--- src/verilog/reg_framer_defines.vh ---
// constants for the registration frame builder and acknowledgement parser
// Behaviour
// - registration frame goes to unicast destination only
// - registration opcode is 00-05
// - sixteen-bit assigned port field carried
// - register flags 1..4 meaningful, others ignored
// - deregister flag frees port and link id
// - sync time covers all receiver sublayer needs
// - grants ahead limited to echoed pending count
// - pad sent as zeros, ignored on receive
// - registration frame tagged with broadcast link id
// - ack flags 0 nack, 1 ack, others ignored
// - mac and phy delay varies one quantum
// - grant start at least 1024 quanta ahead
// - at most one grant per 1024 quanta
`ifndef REG_FRAMER_DEFINES_VH
`define REG_FRAMER_DEFINES_VH
`define OPC_REGISTER 16'h0005
`define OPC_REG_ACK 16'h0006
`define FLG_REREG 8'h01
`define FLG_DEREG 8'h02
`define FLG_ACK 8'h03
`define FLG_NACK 8'h04
`define AFLG_NACK 8'h00
`define AFLG_ACK 8'h01
`define LLID_BCAST 16'h7fff
`define DA_GROUP_BIT 0
// byte positions within the frame payload
`define POS_OPC_HI 6'h00
`define POS_OPC_LO 6'h01
`define POS_PORT_HI 6'h02
`define POS_PORT_LO 6'h03
`define POS_FLAGS 6'h04
`define POS_SYNC_HI 6'h05
`define POS_SYNC_LO 6'h06
`define POS_PEND 6'h07
`define POS_ACK_SYNC_HI 6'h05
`define POS_ACK_SYNC_LO 6'h06
`define PAYLOAD_LEN 6'h28
// time figures
`define QUANTUM_NS 16
`define CLK_NS 5
`define QUANTUM_CYC 4
`define GRANT_LEAD_TQ 32'h0000_0400
`define GRANT_GAP_TQ 11'h400
`endif

--- src/verilog/reg_framer.v ---
// registration frame builder, acknowledgement parser and grant gate
`timescale 1ns/10ps
`include "reg_framer_defines.vh"
module reg_framer #(
   parameter GAP_TQ = 11'h400 // least spacing between grants, quanta
) (
   // clock and reset
   input wire clk_sys,
   input wire rstn,
   // registration request from the scheduler
   input wire regStart,
   input wire [47:0] regDestAddr,
   input wire [15:0] regPort,
   input wire [7:0] regFlags,
   input wire [15:0] rxSyncPmd,
   input wire [15:0] rxSyncPma,
   input wire [15:0] rxSyncPcs,
   input wire [7:0] regPendGrants,
   output wire regBusy,
   output reg regRefused_reg,
   // transmit octet stream
   output reg txValid_reg,
   output reg [7:0] txData_reg,
   output reg txLast_reg,
   output reg [15:0] txLlid_reg,
   output reg [47:0] txDestAddr_reg,
   input wire txReady,
   // receive octet stream of acknowledgement frames
   input wire rxValid,
   input wire [7:0] rxData,
   input wire rxLast,
   // parsed acknowledgement
   output reg ackSeen_reg,
   output reg ackOk_reg,
   output reg [15:0] ackPort_reg,
   output reg [15:0] ackSync_reg,
   output reg ackMatch_reg,
   // link deallocation
   output reg deregPulse_reg,
   output reg [15:0] deregPort_reg,
   // grant gate
   input wire grantReq,
   input wire [31:0] grantStart,
   input wire [31:0] localTime,
   input wire [7:0] grantsOutstanding,
   output wire grantOk,
   output reg quantumTick_reg
);
   // overview
   // - a registration request is taken when idle and not aimed at a group
   // - the frame leaves as a fixed-length octet stream, one octet per beat
   // - the stream holds each octet until the far side is ready
   // - all fields are latched at the request, so inputs may move after it
   // - the echoed acknowledgement is parsed octet by octet as it arrives
   // - the parser keeps no frame buffer; fields are captured in place
   // - a reserved ack flag or wrong opcode is dropped without a report
   // - the grant gate is purely combinational and costs no latency
   // - a granted cycle counts as issued, so the caller must not retry it
   // limitations
   // - only one frame is in flight; a request while busy is lost
   // - the sync sum saturates rather than wraps, trading accuracy for safety
   // - the quantum is approximated by four clock cycles
   // - the pending limit is the one of the latest frame, not per unit
   // - the lead check treats a start more than half the clock range ahead
   //   as lying in the past, which is the safer reading
   // timing
   // - first octet two cycles after the request edge
   // - acknowledgement report one cycle after its last octet
   // reset
   // - synchronous, active low; outputs clear on the first edge
   // - first request may come on the edge after release
   // frame layout, octet by octet
   // - 0..1 opcode, high octet first
   // - 2..3 assigned port
   // - 4 flags
   // - 5..6 sync time
   // - 7 echoed pending grants
   // - 8 onward zero pad up to the fixed length
   // - the ack uses the same positions up to its sync time
   // grant gate
   // - lead time from the local clock must reach the minimum
   // - spacing is counted in quanta from the previous granted cycle
   // - outstanding grants must stay below the echoed pending count
   // - before the first frame the pending count is zero, so nothing passes

   // transmit states, one-hot
   localparam TX_IDLE = 2'b01;
   localparam TX_SEND = 2'b10;
   reg [1:0] txState_reg; // transmit state
   reg [5:0] txIdx_reg; // octet index in payload
   // latched frame fields
   reg [15:0] port_reg; // latched assigned port
   reg [7:0] flags_reg; // latched flags
   reg [15:0] sync_reg; // latched advertised sync time
   reg [7:0] pend_reg; // latched pending grants
   reg [7:0] txByte; // octet at current index
   reg [17:0] syncSum; // sum of sublayer sync needs
   // echo reference kept from the last frame sent
   reg [15:0] lastSync_reg; // last advertised sync time
   reg [15:0] lastPort_reg; // last assigned port
   reg [1:0] qDiv_reg; // quantum divider
   reg [10:0] gapCnt_reg; // quanta since last grant
   // parser state
   reg [5:0] rxIdx_reg; // receive octet index
   reg [15:0] rxOpc_reg; // received opcode
   reg [7:0] rxFlags_reg; // received flags
   reg [15:0] rxPort_reg; // received port
   reg [15:0] rxSync_reg; // received sync
   // grant gate and helpers
   wire groupDa; // destination is a group address
   wire leadOk; // grant start far enough ahead
   wire [31:0] leadTime; // start minus now
   wire [15:0] opcReg; // registration opcode as a vector
   wire [15:0] rxSyncNow; // sync field including the octet on the bus
   wire gapOk; // spacing since last grant met
   wire pendOk; // fewer grants out than the unit buffers

   // a refused request never reaches the wire
   assign groupDa = regDestAddr[`DA_GROUP_BIT];
   assign regBusy = (txState_reg != TX_IDLE);
   // opcode held in a vector so each octet is a plain slice
   assign opcReg = `OPC_REGISTER;
   // a seven-octet ack ends on the sync low octet, not yet in its register
   assign rxSyncNow = (rxIdx_reg == `POS_ACK_SYNC_LO) ?
                      {rxSync_reg[15:8], rxData} : rxSync_reg;

   // sublayer needs summed, saturated to field width
   // two spare bits keep the carry of three addends
   always @* begin
      syncSum = {2'b00, rxSyncPmd} + {2'b00, rxSyncPma} + {2'b00, rxSyncPcs};
   end

   // octet mux in field order, high octet first; rest is zero pad
   always @* begin
      case (txIdx_reg)
         `POS_OPC_HI: txByte = opcReg[15:8];
         `POS_OPC_LO: txByte = opcReg[7:0];
         `POS_PORT_HI: txByte = port_reg[15:8];
         `POS_PORT_LO: txByte = port_reg[7:0];
         `POS_FLAGS: txByte = flags_reg;
         `POS_SYNC_HI: txByte = sync_reg[15:8];
         `POS_SYNC_LO: txByte = sync_reg[7:0];
         `POS_PEND: txByte = pend_reg;
         // any index past the pending octet is pad
         default: txByte = 8'h00;
      endcase
   end

   // transmit machine; one octet per accepted beat
   always @(posedge clk_sys) begin
      if (!rstn) begin
         // idle, nothing latched
         txState_reg <= TX_IDLE;
         txIdx_reg <= 6'h00;
         port_reg <= 16'h0000;
         flags_reg <= 8'h00;
         sync_reg <= 16'h0000;
         pend_reg <= 8'h00;
         txValid_reg <= 1'b0;
         txData_reg <= 8'h00;
         txLast_reg <= 1'b0;
         txLlid_reg <= 16'h0000;
         txDestAddr_reg <= 48'h0;
         regRefused_reg <= 1'b0;
         lastSync_reg <= 16'h0000;
         lastPort_reg <= 16'h0000;
         deregPulse_reg <= 1'b0;
         deregPort_reg <= 16'h0000;
      end else begin
         // one-cycle pulses drop back by default
         regRefused_reg <= 1'b0;
         deregPulse_reg <= 1'b0;
         case (txState_reg)
            TX_IDLE: begin
               // a group address is never framed; the caller sees a refusal
               if (regStart && groupDa) begin
                  regRefused_reg <= 1'b1;
               end else if (regStart) begin
                  // latch every field so the caller may change its inputs
                  port_reg <= regPort;
                  flags_reg <= regFlags;
                  // saturate rather than wrap: a short sync time loses bursts
                  sync_reg <= (syncSum[17:16] != 2'b00) ? 16'hffff : syncSum[15:0];
                  pend_reg <= regPendGrants;
                  txDestAddr_reg <= regDestAddr;
                  txLlid_reg <= `LLID_BCAST;
                  txIdx_reg <= 6'h00;
                  txState_reg <= TX_SEND;
               end
            end
            TX_SEND: begin
               if (!txValid_reg || txReady) begin
                  // load next octet once the previous one is taken
                  if (txValid_reg && txLast_reg) begin
                     txValid_reg <= 1'b0;
                     txLast_reg <= 1'b0;
                     txState_reg <= TX_IDLE;
                     lastSync_reg <= sync_reg;
                     lastPort_reg <= port_reg;
                     // the port is freed only once the frame is fully out
                     if (flags_reg == `FLG_DEREG) begin
                        deregPulse_reg <= 1'b1;
                        deregPort_reg <= port_reg;
                     end
                  end else begin
                     // next octet; the last is flagged so the sink closes the frame
                     txValid_reg <= 1'b1;
                     txData_reg <= txByte;
                     txLast_reg <= (txIdx_reg == `PAYLOAD_LEN - 6'h01);
                     txIdx_reg <= txIdx_reg + 6'h01;
                  end
               end
               // a stalled beat keeps octet, last flag and index untouched
            end
            // an illegal state recovers to idle
            default: txState_reg <= TX_IDLE;
         endcase
      end
   end

   // acknowledgement parser; pad octets beyond sync are disregarded
   always @(posedge clk_sys) begin
      if (!rstn) begin
         // fields cleared so a stale echo cannot match
         rxIdx_reg <= 6'h00;
         rxOpc_reg <= 16'h0000;
         rxFlags_reg <= 8'h00;
         rxPort_reg <= 16'h0000;
         rxSync_reg <= 16'h0000;
         ackSeen_reg <= 1'b0;
         ackOk_reg <= 1'b0;
         ackPort_reg <= 16'h0000;
         ackSync_reg <= 16'h0000;
         ackMatch_reg <= 1'b0;
      end else begin
         // report pulse lasts one cycle
         ackSeen_reg <= 1'b0;
         if (rxValid) begin
            // index stops at the top so long frames cannot wrap into the fields
            if (rxLast) begin
               rxIdx_reg <= 6'h00;
            end else if (rxIdx_reg != 6'h3f) begin
               rxIdx_reg <= rxIdx_reg + 6'h01;
            end
            case (rxIdx_reg)
               `POS_OPC_HI: rxOpc_reg[15:8] <= rxData;
               `POS_OPC_LO: rxOpc_reg[7:0] <= rxData;
               `POS_PORT_HI: rxPort_reg[15:8] <= rxData;
               `POS_PORT_LO: rxPort_reg[7:0] <= rxData;
               `POS_FLAGS: rxFlags_reg <= rxData;
               `POS_ACK_SYNC_HI: rxSync_reg[15:8] <= rxData;
               `POS_ACK_SYNC_LO: rxSync_reg[7:0] <= rxData;
               default: ;
            endcase
            // a short frame or a reserved flag value is dropped silently
            // report only on the last octet; earlier octets only fill fields
            if (rxLast && rxIdx_reg >= `POS_ACK_SYNC_LO && rxOpc_reg == `OPC_REG_ACK &&
                (rxFlags_reg == `AFLG_ACK || rxFlags_reg == `AFLG_NACK)) begin
               ackSeen_reg <= 1'b1;
               ackOk_reg <= (rxFlags_reg == `AFLG_ACK);
               ackPort_reg <= rxPort_reg;
               ackSync_reg <= rxSyncNow;
               ackMatch_reg <= (rxPort_reg == lastPort_reg) &&
                               (rxSyncNow == lastSync_reg);
            end
         end
      end
   end

   // quantum tick: 16 ns approximated by four 5 ns cycles, which is 20 ns
   always @(posedge clk_sys) begin
      if (!rstn) begin
         qDiv_reg <= 2'b00;
         quantumTick_reg <= 1'b0;
      end else begin
         // the divider free-runs; nothing here waits on traffic
         qDiv_reg <= qDiv_reg + 2'b01;
         quantumTick_reg <= (qDiv_reg == `QUANTUM_CYC - 1);
      end
   end

   // grant gate: lead time, spacing and pending limit
   // leadTime wraps when the start lies behind; bit 31 catches that
   assign leadTime = grantStart - localTime;
   assign leadOk = (leadTime >= `GRANT_LEAD_TQ) && !leadTime[31];
   // spacing since the last granted cycle
   assign gapOk = (gapCnt_reg >= GAP_TQ);
   // never more grants ahead than the unit can buffer
   assign pendOk = (grantsOutstanding < pend_reg);
   assign grantOk = grantReq && leadOk && gapOk && pendOk;

   // spacing counter saturates; restarts on each granted message
   always @(posedge clk_sys) begin
      if (!rstn) begin
         // start open so the first grant is not delayed
         gapCnt_reg <= GAP_TQ;
      end else if (grantOk) begin
         gapCnt_reg <= 11'h000;
      end else if (quantumTick_reg && gapCnt_reg < GAP_TQ) begin
         gapCnt_reg <= gapCnt_reg + 11'h001;
      end
   end
endmodule

--- config.mk ---
export PLATFORM = sky130hd
export DESIGN_NAME = reg_framer
export DESIGN_NICKNAME = d
export VERILOG_FILES = /design/src/verilog/reg_framer.v
export VERILOG_INCLUDE_DIRS = /design/src /design/src/verilog
export SDC_FILE = /design/constraint.sdc
export NUM_CORES = 1
export LEC_CHECK = 0
export CORE_MARGIN = 3
export CORE_UTILIZATION = 39
export CTS_CLUSTER_DIAMETER = 120
export DETAILED_ROUTE_END_ITERATION = 8
export DONT_BUFFER_PORTS = 1
export HOLD_SLACK_MARGIN = 0.1
export PLACE_DENSITY_LB_ADDON = 0.1
export SLEW_MARGIN = 40
export SYNTH_ARGS = -nofsm -noshare
export SYNTH_HDL_FRONTEND = slang
export SYNTH_SLANG_ARGS = --single-unit
--- constraint.sdc ---
create_clock -name clk_sys -period 3.9 [get_ports clk_sys]
set_clock_uncertainty 0.15 [all_clocks]
set_input_delay 0.78 -clock clk_sys [delete_from_list [all_inputs] [get_ports clk_sys]]
set_output_delay 0.78 -clock clk_sys [all_outputs]
set_load 0.02 [all_outputs]
==> results.rst, run 1 <==
.. list-table::
   :header-rows: 1

   * - Metric
     - Value
   * - Run status
     - finished, violations left
   * - Failing checks
     - setup timing
   * - Crit-path max FO
     - 2
   * - Arrival time at the worst endpoint
     - 3180 ps
   * - Total gr overflow
     - 0
   * - Final-report setup violation count
     - 1
   * - Count of warnings emitted by yosys
     - 0
   * - Overall global routing resource usage
     - 21.55%
   * - Met1 wire length
     - 20040 um
   * - Post-layout net count
     - 2038
   * - Endpoints failing hold
     - 0
   * - Total negative slack for setup checks
     - -214.9 ps
   * - Delay of the slowest critical-path stage
     - 500 ps
   * - Total area of sequential cells
     - 0.005529 mm2
   * - Routed WL per cell
     - 19.51 um
   * - Core Box Area
     - 0.03505 mm2
   * - Compound-Gate Fraction of Synth Area
     - 17.21%
   * - Detailed-routed wire length on met3
     - 2545 um
   * - Synthesized netlist net count
     - 2000
   * - Routability cong.
     - 0.8496
   * - Max stage delay cell, worst path
     - a311oi_4
   * - Synth-to-Final Area Change
     - 16.51%
   * - Share of synthesized area spent on multiplexers
     - 5.997%
   * - Max frequency
     - 243.0 MHz
   * - Lkg Pwr
     - 6.379 nW
   * - Crit Reg-Reg Endpoint
     - ackMatch_reg
   * - Tmin final
     - 4115 ps
   * - Width of the die
     - 195.9 um
   * - Hold Startpoint
     - rstn
   * - Gate count of the mapped netlist
     - 1704
   * - Total routed wirelength
     - 43320 um
   * - Hold Crit Depth
     - 1
   * - Actual slew at the worst max-slew pin
     - 846.6 ps
   * - Max-cap violations
     - 0
   * - Area contributors post-synth
     - dfxtp_1 (39%), nand2_1 (8.3%), a21oi_1 (7.0%), mux2i_1 (5.8%), ha_1 (5.6%)
   * - XOR/XNOR Fraction of Synth Area
     - 3.924%
   * - Area of the multi-input gates
     - 0.008050 mm2
   * - Placement Rows
     - 68
   * - Number of I/O pins
     - 345
   * - CTS tree
     - built
   * - H-tree levels
     - 1
   * - Share of flip-flops with an asynchronous set or reset after synthesis
     - 0%
   * - Simple-Gate Fraction of Synth Area
     - 19.62%
   * - Clock sinks
     - 276
   * - Clock transition time at the flip-flop clock pins of the worst setup and hold paths
     - 60 ps
   * - Number of clock buffers inserted by TritonCTS
     - 31
   * - EDFF count, synth
     - 0
   * - Tot Pwr
     - 6.964 mW
   * - Post-Syn Area per Cell
     - 8.252 um2
   * - Die Footprint
     - 0.03837 mm2
   * - Post-layout worst setup margin
     - -214.9 ps
   * - Pins Over Slew Limit
     - 0
   * - Via count of the first global-routing pass
     - 11640
   * - Adder and majority gate portion of the synthesized area
     - 8.168%
   * - Worst-skew pair later-pin latency
     - 560 ps
   * - Endpoint class of the critical path
     - primary output
   * - Port-buffer cells
     - 0
   * - Antenna violations before repair
     - 0
   * - CP most frequent cell
     - o211ai_1
   * - Dominant delay contributor by cell family on the critical path
     - compound AO/OA/AOI/OAI gates
   * - Min-Delay Path Class
     - input port to flip-flop
   * - Effective utilization at floorplan
     - 40.12%
   * - Largest family of logic cells by synthesized area
     - simple AND/OR/NAND/NOR gates
   * - Worst setup SP type
     - input port
   * - Top Layer Used
     - met4
   * - Detailed-routing iteration count for the pre-antenna-repair pass
     - 5
   * - Amount of wire on met2 after detailed routing
     - 20010 um
   * - Vertical extent of the die
     - 195.9 um
   * - Global-route wire length before repair
     - 67130 um
   * - Sequential element share of the synthesized area
     - 39.29%
   * - Worst slew margin
     - 43.56%
   * - Number of flip-flops in the largest register
     - 48
   * - Total power divided by cell area
     - 425.0 mW/mm2
   * - Distinct cells, synth
     - 77
   * - Average via count per standard cell
     - 5.408
   * - Worst-case clock buffer depth
     - 3
   * - Setup slack, reg-to-reg
     - 790 ps
   * - Post-route fraction of the period consumed by the critical path
     - 105.5%
   * - Data required time at the worst endpoint
     - 2970 ps
   * - Layout cells sized above 1
     - 14.21%
   * - Crit path buf inv count
     - 3
   * - Critical Setup Path Class
     - input port to primary output
   * - DR DRC count
     - 0
   * - # fillers
     - 3490
   * - Post-DRT Antenna Nets
     - 0
   * - Top-area cell type share of the netlist area
     - 39.29%
   * - First-iteration detailed-routing DRC count
     - 663
   * - Setup repair after global routing missed its margin
     - yes
   * - Post-synthesis sequential element count
     - 276
   * - # diodes
     - 0
   * - Startpoint of the most critical register-to-register path
     - rxIdx_reg[3]
   * - Largest area contributor in the netlist
     - dfxtp_1
   * - Detailed Place HPWL
     - 32760 um
   * - Dominant synthesized flop cell
     - dfxtp_1
   * - Sink of the worst hold path
     - gapCnt_reg[10]
   * - Synthesized cell area
     - 0.01406 mm2
   * - Number of hold-repair buffers added at the cts stage
     - 0
   * - Number of cells traversed by the worst register-to-register path
     - 8
   * - CTS root buf
     - clkbuf_16
   * - Largest net degree at the start of global routing
     - 76
   * - Worst-case vdd ir drop
     - 0.0004144 V
   * - Ranking of synthesized cells by instance count
     - nand2_1 (311), dfxtp_1 (276), a21oi_1 (197)
   * - Critical Path, Cell by Cell
     - inv_12 > ha_4 > inv_2 > fa_2 > a211oi_2 > o211ai_1 > and3_4 > buf_6 > o31ai_4 > mux2_4 > o211ai_1 > nor4_2 > a311oi_4
   * - Number of vias in the routed layout
     - 12010
   * - Dominant cell by count in the synthesized netlist
     - nand2_1
-- power by group --
| part | internal, mW | switching [mW] |
|---|---|---|
| combinational | 0.481 | 0.603 |
| clock | 1.69 | 1.19 |
| sequential | 2.89 | 0.118 |
-- cell families after synthesis --
kind of cell               after synthesis
buffers and inverters                  183
AOI/OAI and AO/OA                      394
other                                    1
adders and majority gates               81
and+or+nand+nor                        622
muxes                                   84
xor gates and xnor gates                63
DFF                                    276
-- how the worst max path moves through the flow --
| stage | startpoint | to | slack [ps] | cells past startpoint |
|---|---|---|---|---|
| detailed placement | localTime[17] | grantOk | -360 | 10 |
| global route | grantStart[0] | grantOk | -270 | 13 |
| floorplan | grantStart[0] | grantOk | -120 | 13 |
| CTS | grantStart[0] | grantOk | -240 | 13 |
| finish | grantStart[0] | grantOk | -210 | 13 |
| global placement | grantStart[0] | grantOk | -330 | 12 |
-- cells in the final DEF (no fill, tap or decap), types with 28 or more instances in the layout --
| cell | synthesis | layout |
|---|---|---|
| a21oi_1 | 197 | 193 |
| a22oi_1 | 28 | 28 |
| clkbuf_16 | 0 | 31 |
| nor2_1 | 147 | 138 |
| dfxtp_1 | 276 | 275 |
| nand2_1 | 311 | 311 |
| ha_1 | 63 | 51 |
| nand3_1 | 34 | 34 |
| o21ai_0 | 51 | 49 |
| xor2_1 | 33 | 33 |
| inv_1 | 69 | 65 |
| buf_4 | 22 | 109 |
| xnor2_1 | 30 | 30 |
| mux2i_1 | 82 | 82 |
-- per-stage QoR --
step	utilization [%]	std cells	setup WS [ps]	area (um2)	hold WS, ps
finish	46.74	2221	-214.9	16380	178.4
global placement	42.83	2157	-328.0	15010	258.9
detailed placement	42.89	2157	-363.8	15030	268.2
global route	46.74	2221	-270.8	16380	169.2
CTS	46.41	2218	-239.7	16270	141.9
floorplan	-	1704	-115.2	14100	249.2
-- what timing repair did --
action | 4_1_cts | 5_1_grt
setup endpoints to repair | 1 | 1
setup buffers | 4 | 2
gates resized for setup | 29 | 17
pin swaps | 19 | 9
-- final cells by class --
type	count	area share [%]
multi-input combinational	1245	49.13
sequential	276	33.75
timing repair buffer	119	5.819
clock buffer	42	5.292
tap	455	3.475
inverter	69	1.688
clock inverter	15	0.8476
-- per-layer routing --
metal | global-route usage (%) | up-vias
li1 | - | 5941
met1 | 30.04 | 5657
met2 | 35.49 | 363
met3 | 3.830 | 51
met4 | 3.776 | 0
met5 | 0 | -
No activity file was read; power rests on OpenSTA's default activity.
==> inputs of run 2 (changes only) <==
--- a/config.mk
+++ b/config.mk
@@ -13,6 +13,7 @@
 export DONT_BUFFER_PORTS = 1
 export HOLD_SLACK_MARGIN = 0.1
 export PLACE_DENSITY_LB_ADDON = 0.1
+export RECOVER_POWER = 100
 export SLEW_MARGIN = 40
 export SYNTH_ARGS = -nofsm -noshare
 export SYNTH_HDL_FRONTEND = slang
==> results.rst, run 2 (synthesized netlist as in run 1, its figures left out) <==
.. list-table::
   :header-rows: 1

   * - Metric
     - Value
   * - Critical Path, Cell by Cell
     - inv_12 > ha_4 > inv_2 > fa_2 > a211oi_2 > o211ai_1 > and3_4 > buf_6 > o31ai_4 > mux2_4 > o211ai_1 > nor4_2 > a311oi_4
   * - Overall global routing resource usage
     - 21.55%
   * - Port-buffer cells
     - 0
   * - Worst path depth
     - 13
   * - Number of cells traversed by the worst register-to-register path
     - 12
   * - Tot Pwr
     - 6.959 mW
   * - Total gr overflow
     - 0
   * - Data required time at the worst endpoint
     - 2970 ps
   * - Number of flip-flops in the largest register
     - 48
   * - CP most frequent cell
     - o211ai_1
   * - Pre-CTS setup slack
     - -363.8 ps
   * - Average via count per standard cell
     - 5.397
   * - Total power divided by cell area
     - 425.8 mW/mm2
   * - Effective utilization at floorplan
     - 40.12%
   * - Worst hold margin
     - 176.9 ps
   * - Run status
     - finished, violations left
   * - Setup repair after global routing missed its margin
     - yes
   * - Synth-to-Final Area Change
     - 16.20%
   * - Worst-case clock buffer depth
     - 3
   * - Total negative slack for setup checks
     - -220.5 ps
   * - Routability cong.
     - 0.8496
   * - Crit-path max FO
     - 2
   * - Final-report setup violation count
     - 1
   * - Final cell area excluding filler cells
     - 0.01634 mm2
   * - Delay of the slowest critical-path stage
     - 510 ps
   * - Total routed wirelength
     - 43370 um
   * - Via count of the first global-routing pass
     - 11640
   * - Detailed Place HPWL
     - 32760 um
   * - First-iteration detailed-routing DRC count
     - 694
   * - Crit path buf inv count
     - 3
   * - Endpoint class of the critical path
     - primary output
   * - Max-cap violations
     - 2
   * - Pins Over Slew Limit
     - 69
   * - # diodes
     - 0
   * - Arrival time at the worst endpoint
     - 3190 ps
   * - Layout cells sized above 1
     - 13.99%
   * - Post-layout worst setup margin
     - -220.5 ps
   * - Max stage delay cell, worst path
     - a311oi_4
   * - Actual slew at the worst max-slew pin
     - 2448 ps
   * - Area of the multi-input gates
     - 0.008048 mm2
   * - Number of vias in the routed layout
     - 11990
   * - Area post-placement
     - 0.01503 mm2
   * - Tmin final
     - 4120 ps
   * - CTS root buf
     - clkbuf_16
   * - Post-DRT Antenna Nets
     - 0
   * - Crit Reg-Reg Endpoint
     - gapCnt_reg[9]
   * - Worst-skew pair later-pin latency
     - 570 ps
   * - Width of the die
     - 195.9 um
   * - Worst slew margin
     - -63.20%
   * - DR DRC count
     - 0
   * - Routed WL per cell
     - 19.53 um
   * - Dominant delay contributor by cell family on the critical path
     - compound AO/OA/AOI/OAI gates
   * - Endpoints failing hold
     - 0
   * - Min-Delay Path Class
     - input port to flip-flop
   * - Post-route fraction of the period consumed by the critical path
     - 105.7%
   * - Total area of sequential cells
     - 0.005527 mm2
   * - Global-route wire length before repair
     - 67130 um
   * - Leading cell types in the layout, fill and taps excluded
     - nand2_1 (311), dfxtp_1 (275), a21oi_1 (193)
   * - Setup slack, reg-to-reg
     - 740 ps
   * - Commonest non-fill, non-tap cell in the layout
     - nand2_1
   * - Critical Setup Path Class
     - input port to primary output
   * - Die Footprint
     - 0.03837 mm2
   * - Number of I/O pins
     - 345
   * - # fillers
     - 3498
   * - Sink of the worst hold path
     - gapCnt_reg[10]
   * - Core Box Area
     - 0.03505 mm2
   * - CTS tree
     - built
   * - Hold Startpoint
     - rstn
   * - Max frequency
     - 242.7 MHz
   * - Largest net degree at the start of global routing
     - 76
   * - Lkg Pwr
     - 6.364 nW
   * - Failing checks
     - capacitance limit, slew limit, setup timing
   * - Worst setup SP type
     - input port
   * - Antenna violations before repair
     - 0
   * - Number of clock buffers inserted by TritonCTS
     - 31
   * - Number of hold-repair buffers added at the cts stage
     - 0
   * - Clock transition time at the flip-flop clock pins of the worst setup and hold paths
     - 60 ps
   * - Vertical extent of the die
     - 195.9 um
   * - H-tree levels
     - 1
   * - Startpoint of the most critical register-to-register path
     - pend_reg[1]
   * - Clock sinks
     - 276
   * - Placement Rows
     - 68
   * - Post-layout net count
     - 2038
   * - Hold Crit Depth
     - 1
   * - Worst-case vdd ir drop
     - 0.0004151 V
   * - Detailed-routing iteration count for the pre-antenna-repair pass
     - 5
run 2: layer usage:
metal / wire length (um) / track usage [%]
met1: 20150 / 30.04
met5: 0 / 0
met2: 20120 / 35.49
met4: 684 / 3.776
met3: 2419 / 3.830
run 2: worst max path at each step:
stage                  startpoint  slack, ps  endpoint
floorplan           grantStart[0]       -120   grantOk
global placement    grantStart[0]       -330   grantOk
detailed placement  localTime[17]       -360   grantOk
CTS                 grantStart[0]       -240   grantOk
global route        grantStart[0]       -270   grantOk
finish              grantStart[0]       -220   grantOk
run 2: worst register-to-register path: stages, from the launching register on:
cell and delay [ps]:
dfxtp_1 380, inv_1 70, ha_1 260, a21o_1 160
a21o_1 180, a21o_1 190, a21o_1 200, a211oi_1 240
o21ai_0 120, buf_4 170, a311oi_4 420, buf_4 320
nor3_1 70
run 2: final cells by class:
| cell class | count | area share, % |
|---|---|---|
| Timing Repair Buffer | 119 | 5.628 |
| Inverter | 69 | 1.662 |
| Tap cell | 455 | 3.484 |
| Sequential cell | 276 | 33.82 |
| Clock buffer | 42 | 5.306 |
| Multi-Input combinational cell | 1245 | 49.25 |
| Clock inverter | 15 | 0.8499 |
run 2: power by group:
group          switching [mW]  leakage (nW)  internal (mW)
Combinational           0.602          3.63          0.478
Sequential              0.118          2.24           2.89
Clock                    1.19         0.501           1.69
Total                    1.91          6.36           5.05
run 2: metrics by stage:
step | instances | util [%]
floorplan | 1704 | -
global placement | 2157 | 42.83
detailed placement | 2157 | 42.89
CTS | 2218 | 46.41
global route | 2221 | 46.62
finish | 2221 | 46.62
run 2: what timing repair did:
item,4_1_cts,5_1_grt
pin swaps,19,9
buffers inserted,4,2
resized for setup,29,17
setup endpoints to repair,1,1
==> inputs of run 3 (changes only) <==
--- a/config.mk
+++ b/config.mk
@@ -6,6 +6,8 @@
 export SDC_FILE = /design/constraint.sdc
 export NUM_CORES = 1
 export LEC_CHECK = 0
+export ABC_AREA = 1
+export CAP_MARGIN = 20
 export CORE_MARGIN = 3
 export CORE_UTILIZATION = 39
 export CTS_CLUSTER_DIAMETER = 120
==> results.rst, run 3 <==
.. list-table::
   :header-rows: 1

   * - Metric
     - Value
   * - Dominant synthesized flop cell
     - dfxtp_1
   * - Synthesized netlist net count
     - 2232
   * - Width of the die
     - 195.9 um
   * - Number of flip-flops in the largest register
     - 48
   * - Endpoint class of the critical path
     - primary output
   * - Number of I/O pins
     - 345
   * - Global-route wire length before repair
     - 65920 um
   * - Number of cells traversed by the worst register-to-register path
     - 10
   * - Clock transition time at the flip-flop clock pins of the worst setup and hold paths
     - 60 ps
   * - Number of vias in the routed layout
     - 12150
   * - Run status
     - finished, violations left
   * - Arrival time at the worst endpoint
     - 2740 ps
   * - Share of flip-flops with an asynchronous set or reset after synthesis
     - 0%
   * - Max frequency
     - 272.4 MHz
   * - Worst-skew pair later-pin latency
     - 580 ps
   * - Vertical extent of the die
     - 195.9 um
   * - Lkg Pwr
     - 6.718 nW
   * - Startpoint of the most critical register-to-register path
     - txState_reg[0]
   * - Setup repair after global routing missed its margin
     - no
   * - Detailed-routing iteration count for the pre-antenna-repair pass
     - 5
   * - Detailed Place HPWL
     - 32780 um
   * - Proportion of power drawn by the clock network
     - 41.4%
   * - Final core utilization
     - 43.84%
   * - Placed cell count
     - 2334
   * - Effective utilization at floorplan
     - 40.11%
   * - Distinct cells, synth
     - 46
   * - Met1 wire length
     - 19720 um
   * - Crit Reg-Reg Endpoint
     - txDestAddr_reg[35]
   * - Ranking of synthesized cells by instance count
     - nand2_1 (406), inv_1 (279), dfxtp_1 (276)
   * - Worst path depth
     - 18
   * - Commonest non-fill, non-tap cell in the layout
     - nand2_1
   * - H-tree levels
     - 1
   * - Failing checks
     - capacitance limit, slew limit
   * - Post-DRT Antenna Nets
     - 0
   * - Post-Syn Area per Cell
     - 7.262 um2
   * - Max-cap violations
     - 2
   * - Final cell area excluding filler cells
     - 0.01537 mm2
   * - Worst-case clock buffer depth
     - 3
   * - Synthesized cell area
     - 0.01406 mm2
   * - Post-route non-filler standard cell count
     - 2389
   * - Max stage delay cell, worst path
     - fa_2
   * - Post-synthesis sequential element count
     - 276
   * - Count of warnings emitted by yosys
     - 0
   * - Setup slack, reg-to-reg
     - 570 ps
   * - Worst slew margin
     - -19.68%
   * - Placement Rows
     - 68
   * - Top Layer Used
     - met4
   * - Final-report setup violation count
     - 0
   * - Clock sinks
     - 276
   * - # diodes
     - 0
   * - Total routed wirelength
     - 42210 um
   * - First-iteration detailed-routing DRC count
     - 740
   * - Average via count per standard cell
     - 5.085
   * - Synth-to-Final Area Change
     - 9.299%
   * - Cell-internal power
     - 4.853 mW
   * - Amount of wire on met2 after detailed routing
     - 18490 um
   * - CTS tree
     - built
   * - Critical Setup Path Class
     - input port to primary output
   * - Post-route fraction of the period consumed by the critical path
     - 94.12%
   * - Via count of the first global-routing pass
     - 11660
   * - Worst setup SP type
     - input port
   * - Dominant cell by count in the synthesized netlist
     - nand2_1
   * - Post-layout worst setup margin
     - 229.3 ps
   * - Crit-path max FO
     - 4
   * - Routed WL per cell
     - 17.67 um
   * - Worst-case vdd ir drop
     - 0.0003374 V
   * - Dominant delay contributor by cell family on the critical path
     - simple AND/OR/NAND/NOR gates
   * - EDFF count, synth
     - 0
   * - CTS root buf
     - clkbuf_16
   * - Tot Pwr
     - 6.685 mW
   * - Largest net degree at the start of global routing
     - 134
   * - Tmin final
     - 3671 ps
   * - Port-buffer cells
     - 0
   * - Overall global routing resource usage
     - 21.29%
   * - Die Footprint
     - 0.03837 mm2
   * - Crit path buf inv count
     - 3
   * - DR DRC count
     - 0
   * - Routability cong.
     - 0.9226
   * - Layout cells sized above 1
     - 3.671%
   * - Critical Path, Cell by Cell
     - inv_1 > ha_1 > inv_1 > fa_2 > nand3_1 > nand3_2 > nand2_1 > nand2_1 > nand2_1 > nand2_1 > nand2_1 > nand3b_1 > nand2_1 > nand3_1 > nor2_1 > nand3_1 > nand2_2 > inv_2
   * - Gate count of the mapped netlist
     - 1936
   * - Largest area contributor in the netlist
     - dfxtp_1
   * - Combinational group share of total power
     - 13.8%
   * - Min-Delay Path Class
     - input port to flip-flop
   * - Sequential element share of the synthesized area
     - 39.30%
   * - Pins Over Slew Limit
     - 38
   * - Endpoints failing hold
     - 0
   * - Number of clock buffers inserted by TritonCTS
     - 30
   * - Leading cell types in the layout, fill and taps excluded
     - nand2_1 (407), inv_1 (279), dfxtp_1 (275)
   * - Sw Share
     - 27.41%
   * - CP most frequent cell
     - nand2_1
   * - Data required time at the worst endpoint
     - 2970 ps
   * - Start point of the critical path
     - grantStart[0]
   * - Area post-placement
     - 0.01446 mm2
   * - Actual slew at the worst max-slew pin
     - 1795 ps
   * - Hold Crit Depth
     - 2
   * - # fillers
     - 3714
   * - Post-layout net count
     - 2210
   * - Pre-CTS setup slack
     - 80.74 ps
   * - Delay of the slowest critical-path stage
     - 360 ps
   * - Total gr overflow
     - 0
   * - Total negative slack for setup checks
     - 0 ps
   * - Area contributors post-synth
     - dfxtp_1 (39%), nand2_1 (11%), inv_1 (7.4%), o21ai_0 (7.1%), a21oi_1 (5.9%)
   * - Core Box Area
     - 0.03505 mm2
   * - Detailed-routed wire length on met3
     - 2905 um
   * - Net switching power
     - 1.832 mW
   * - Worst hold margin
     - 166.8 ps
   * - Worst setup path end
     - grantOk
   * - Antenna violations before repair
     - 0
   * - Top-area cell type share of the netlist area
     - 39.30%
   * - Share of total power in sequential cells
     - 44.8%
   * - Total power divided by cell area
     - 435.0 mW/mm2
## run 3: cell types whose count changed after synthesis, moves of 45 or more
| cell | delta |
|---|---|
| o21ai_0 | +148 |
| mux2i_1 | -82 |
| inv_1 | +210 |
| nand2_1 | +95 |
| a22o_1 | +45 |
| nand3_1 | +59 |
## run 3: power groups by stage
| stage | combinational [mW] | clock, mW | sequential [mW] |
|---|---|---|---|
| global route | 1.07 | 2.96 | 3.00 |
| floorplan | 0.727 | 0 | 3.03 |
| CTS | 0.915 | 2.84 | 3.01 |
| detailed placement | 0.911 | 0 | 3.07 |
| finish | 0.921 | 2.77 | 3.00 |
| global placement | 0.906 | 0 | 3.08 |
## run 3: metal layers
metal / GRT usage, % / up-vias
li1: - / 6259
met1: 29.82 / 5446
met2: 33.23 / 376
met3: 4.705 / 68
met4: 5.757 / 0
met5: 0 / -
## run 3: worst min-delay path by stage
stage	to	slack, ps	from
after floorplan	qDiv_reg[0]	250	qDiv_reg[0]
after global placement	qDiv_reg[0]	260	qDiv_reg[0]
after detailed placement	qDiv_reg[0]	270	qDiv_reg[0]
after CTS	gapCnt_reg[10]	140	rstn
after global routing	port_reg[3]	140	regPort[3]
final	port_reg[12]	170	regPort[12]
## run 3: area by class of cell
class	instances	area (um2)	area share, %
clock buffers	45	847.1	5.512
clock inverters	7	105.1	0.6839
inverters	285	1072	6.978
multi-input cells	1301	7122	46.34
flip-flops and latches	276	5529	35.98
well taps	455	569.3	3.705
repair buffers	20	122.6	0.7979
## run 3: kinds of logic after synthesis
kind of cell	after synthesis	synth area share, %
simple gates	714	21.34
compound gates	461	18.32
buf+inv	359	10.10
flops	276	39.30
fa+ha+maj	81	8.169
xor+xnor	44	2.741
other cells	1	0.02667
## run 3: what timing repair did
| action | CTS | global route |
|---|---|---|
| hold buffers | 0 | 0 |
| endpoints found under the setup margin | 0 | 1 |
| gates resized for setup | 0 | 4 |
| setup buffers | 0 | 1 |
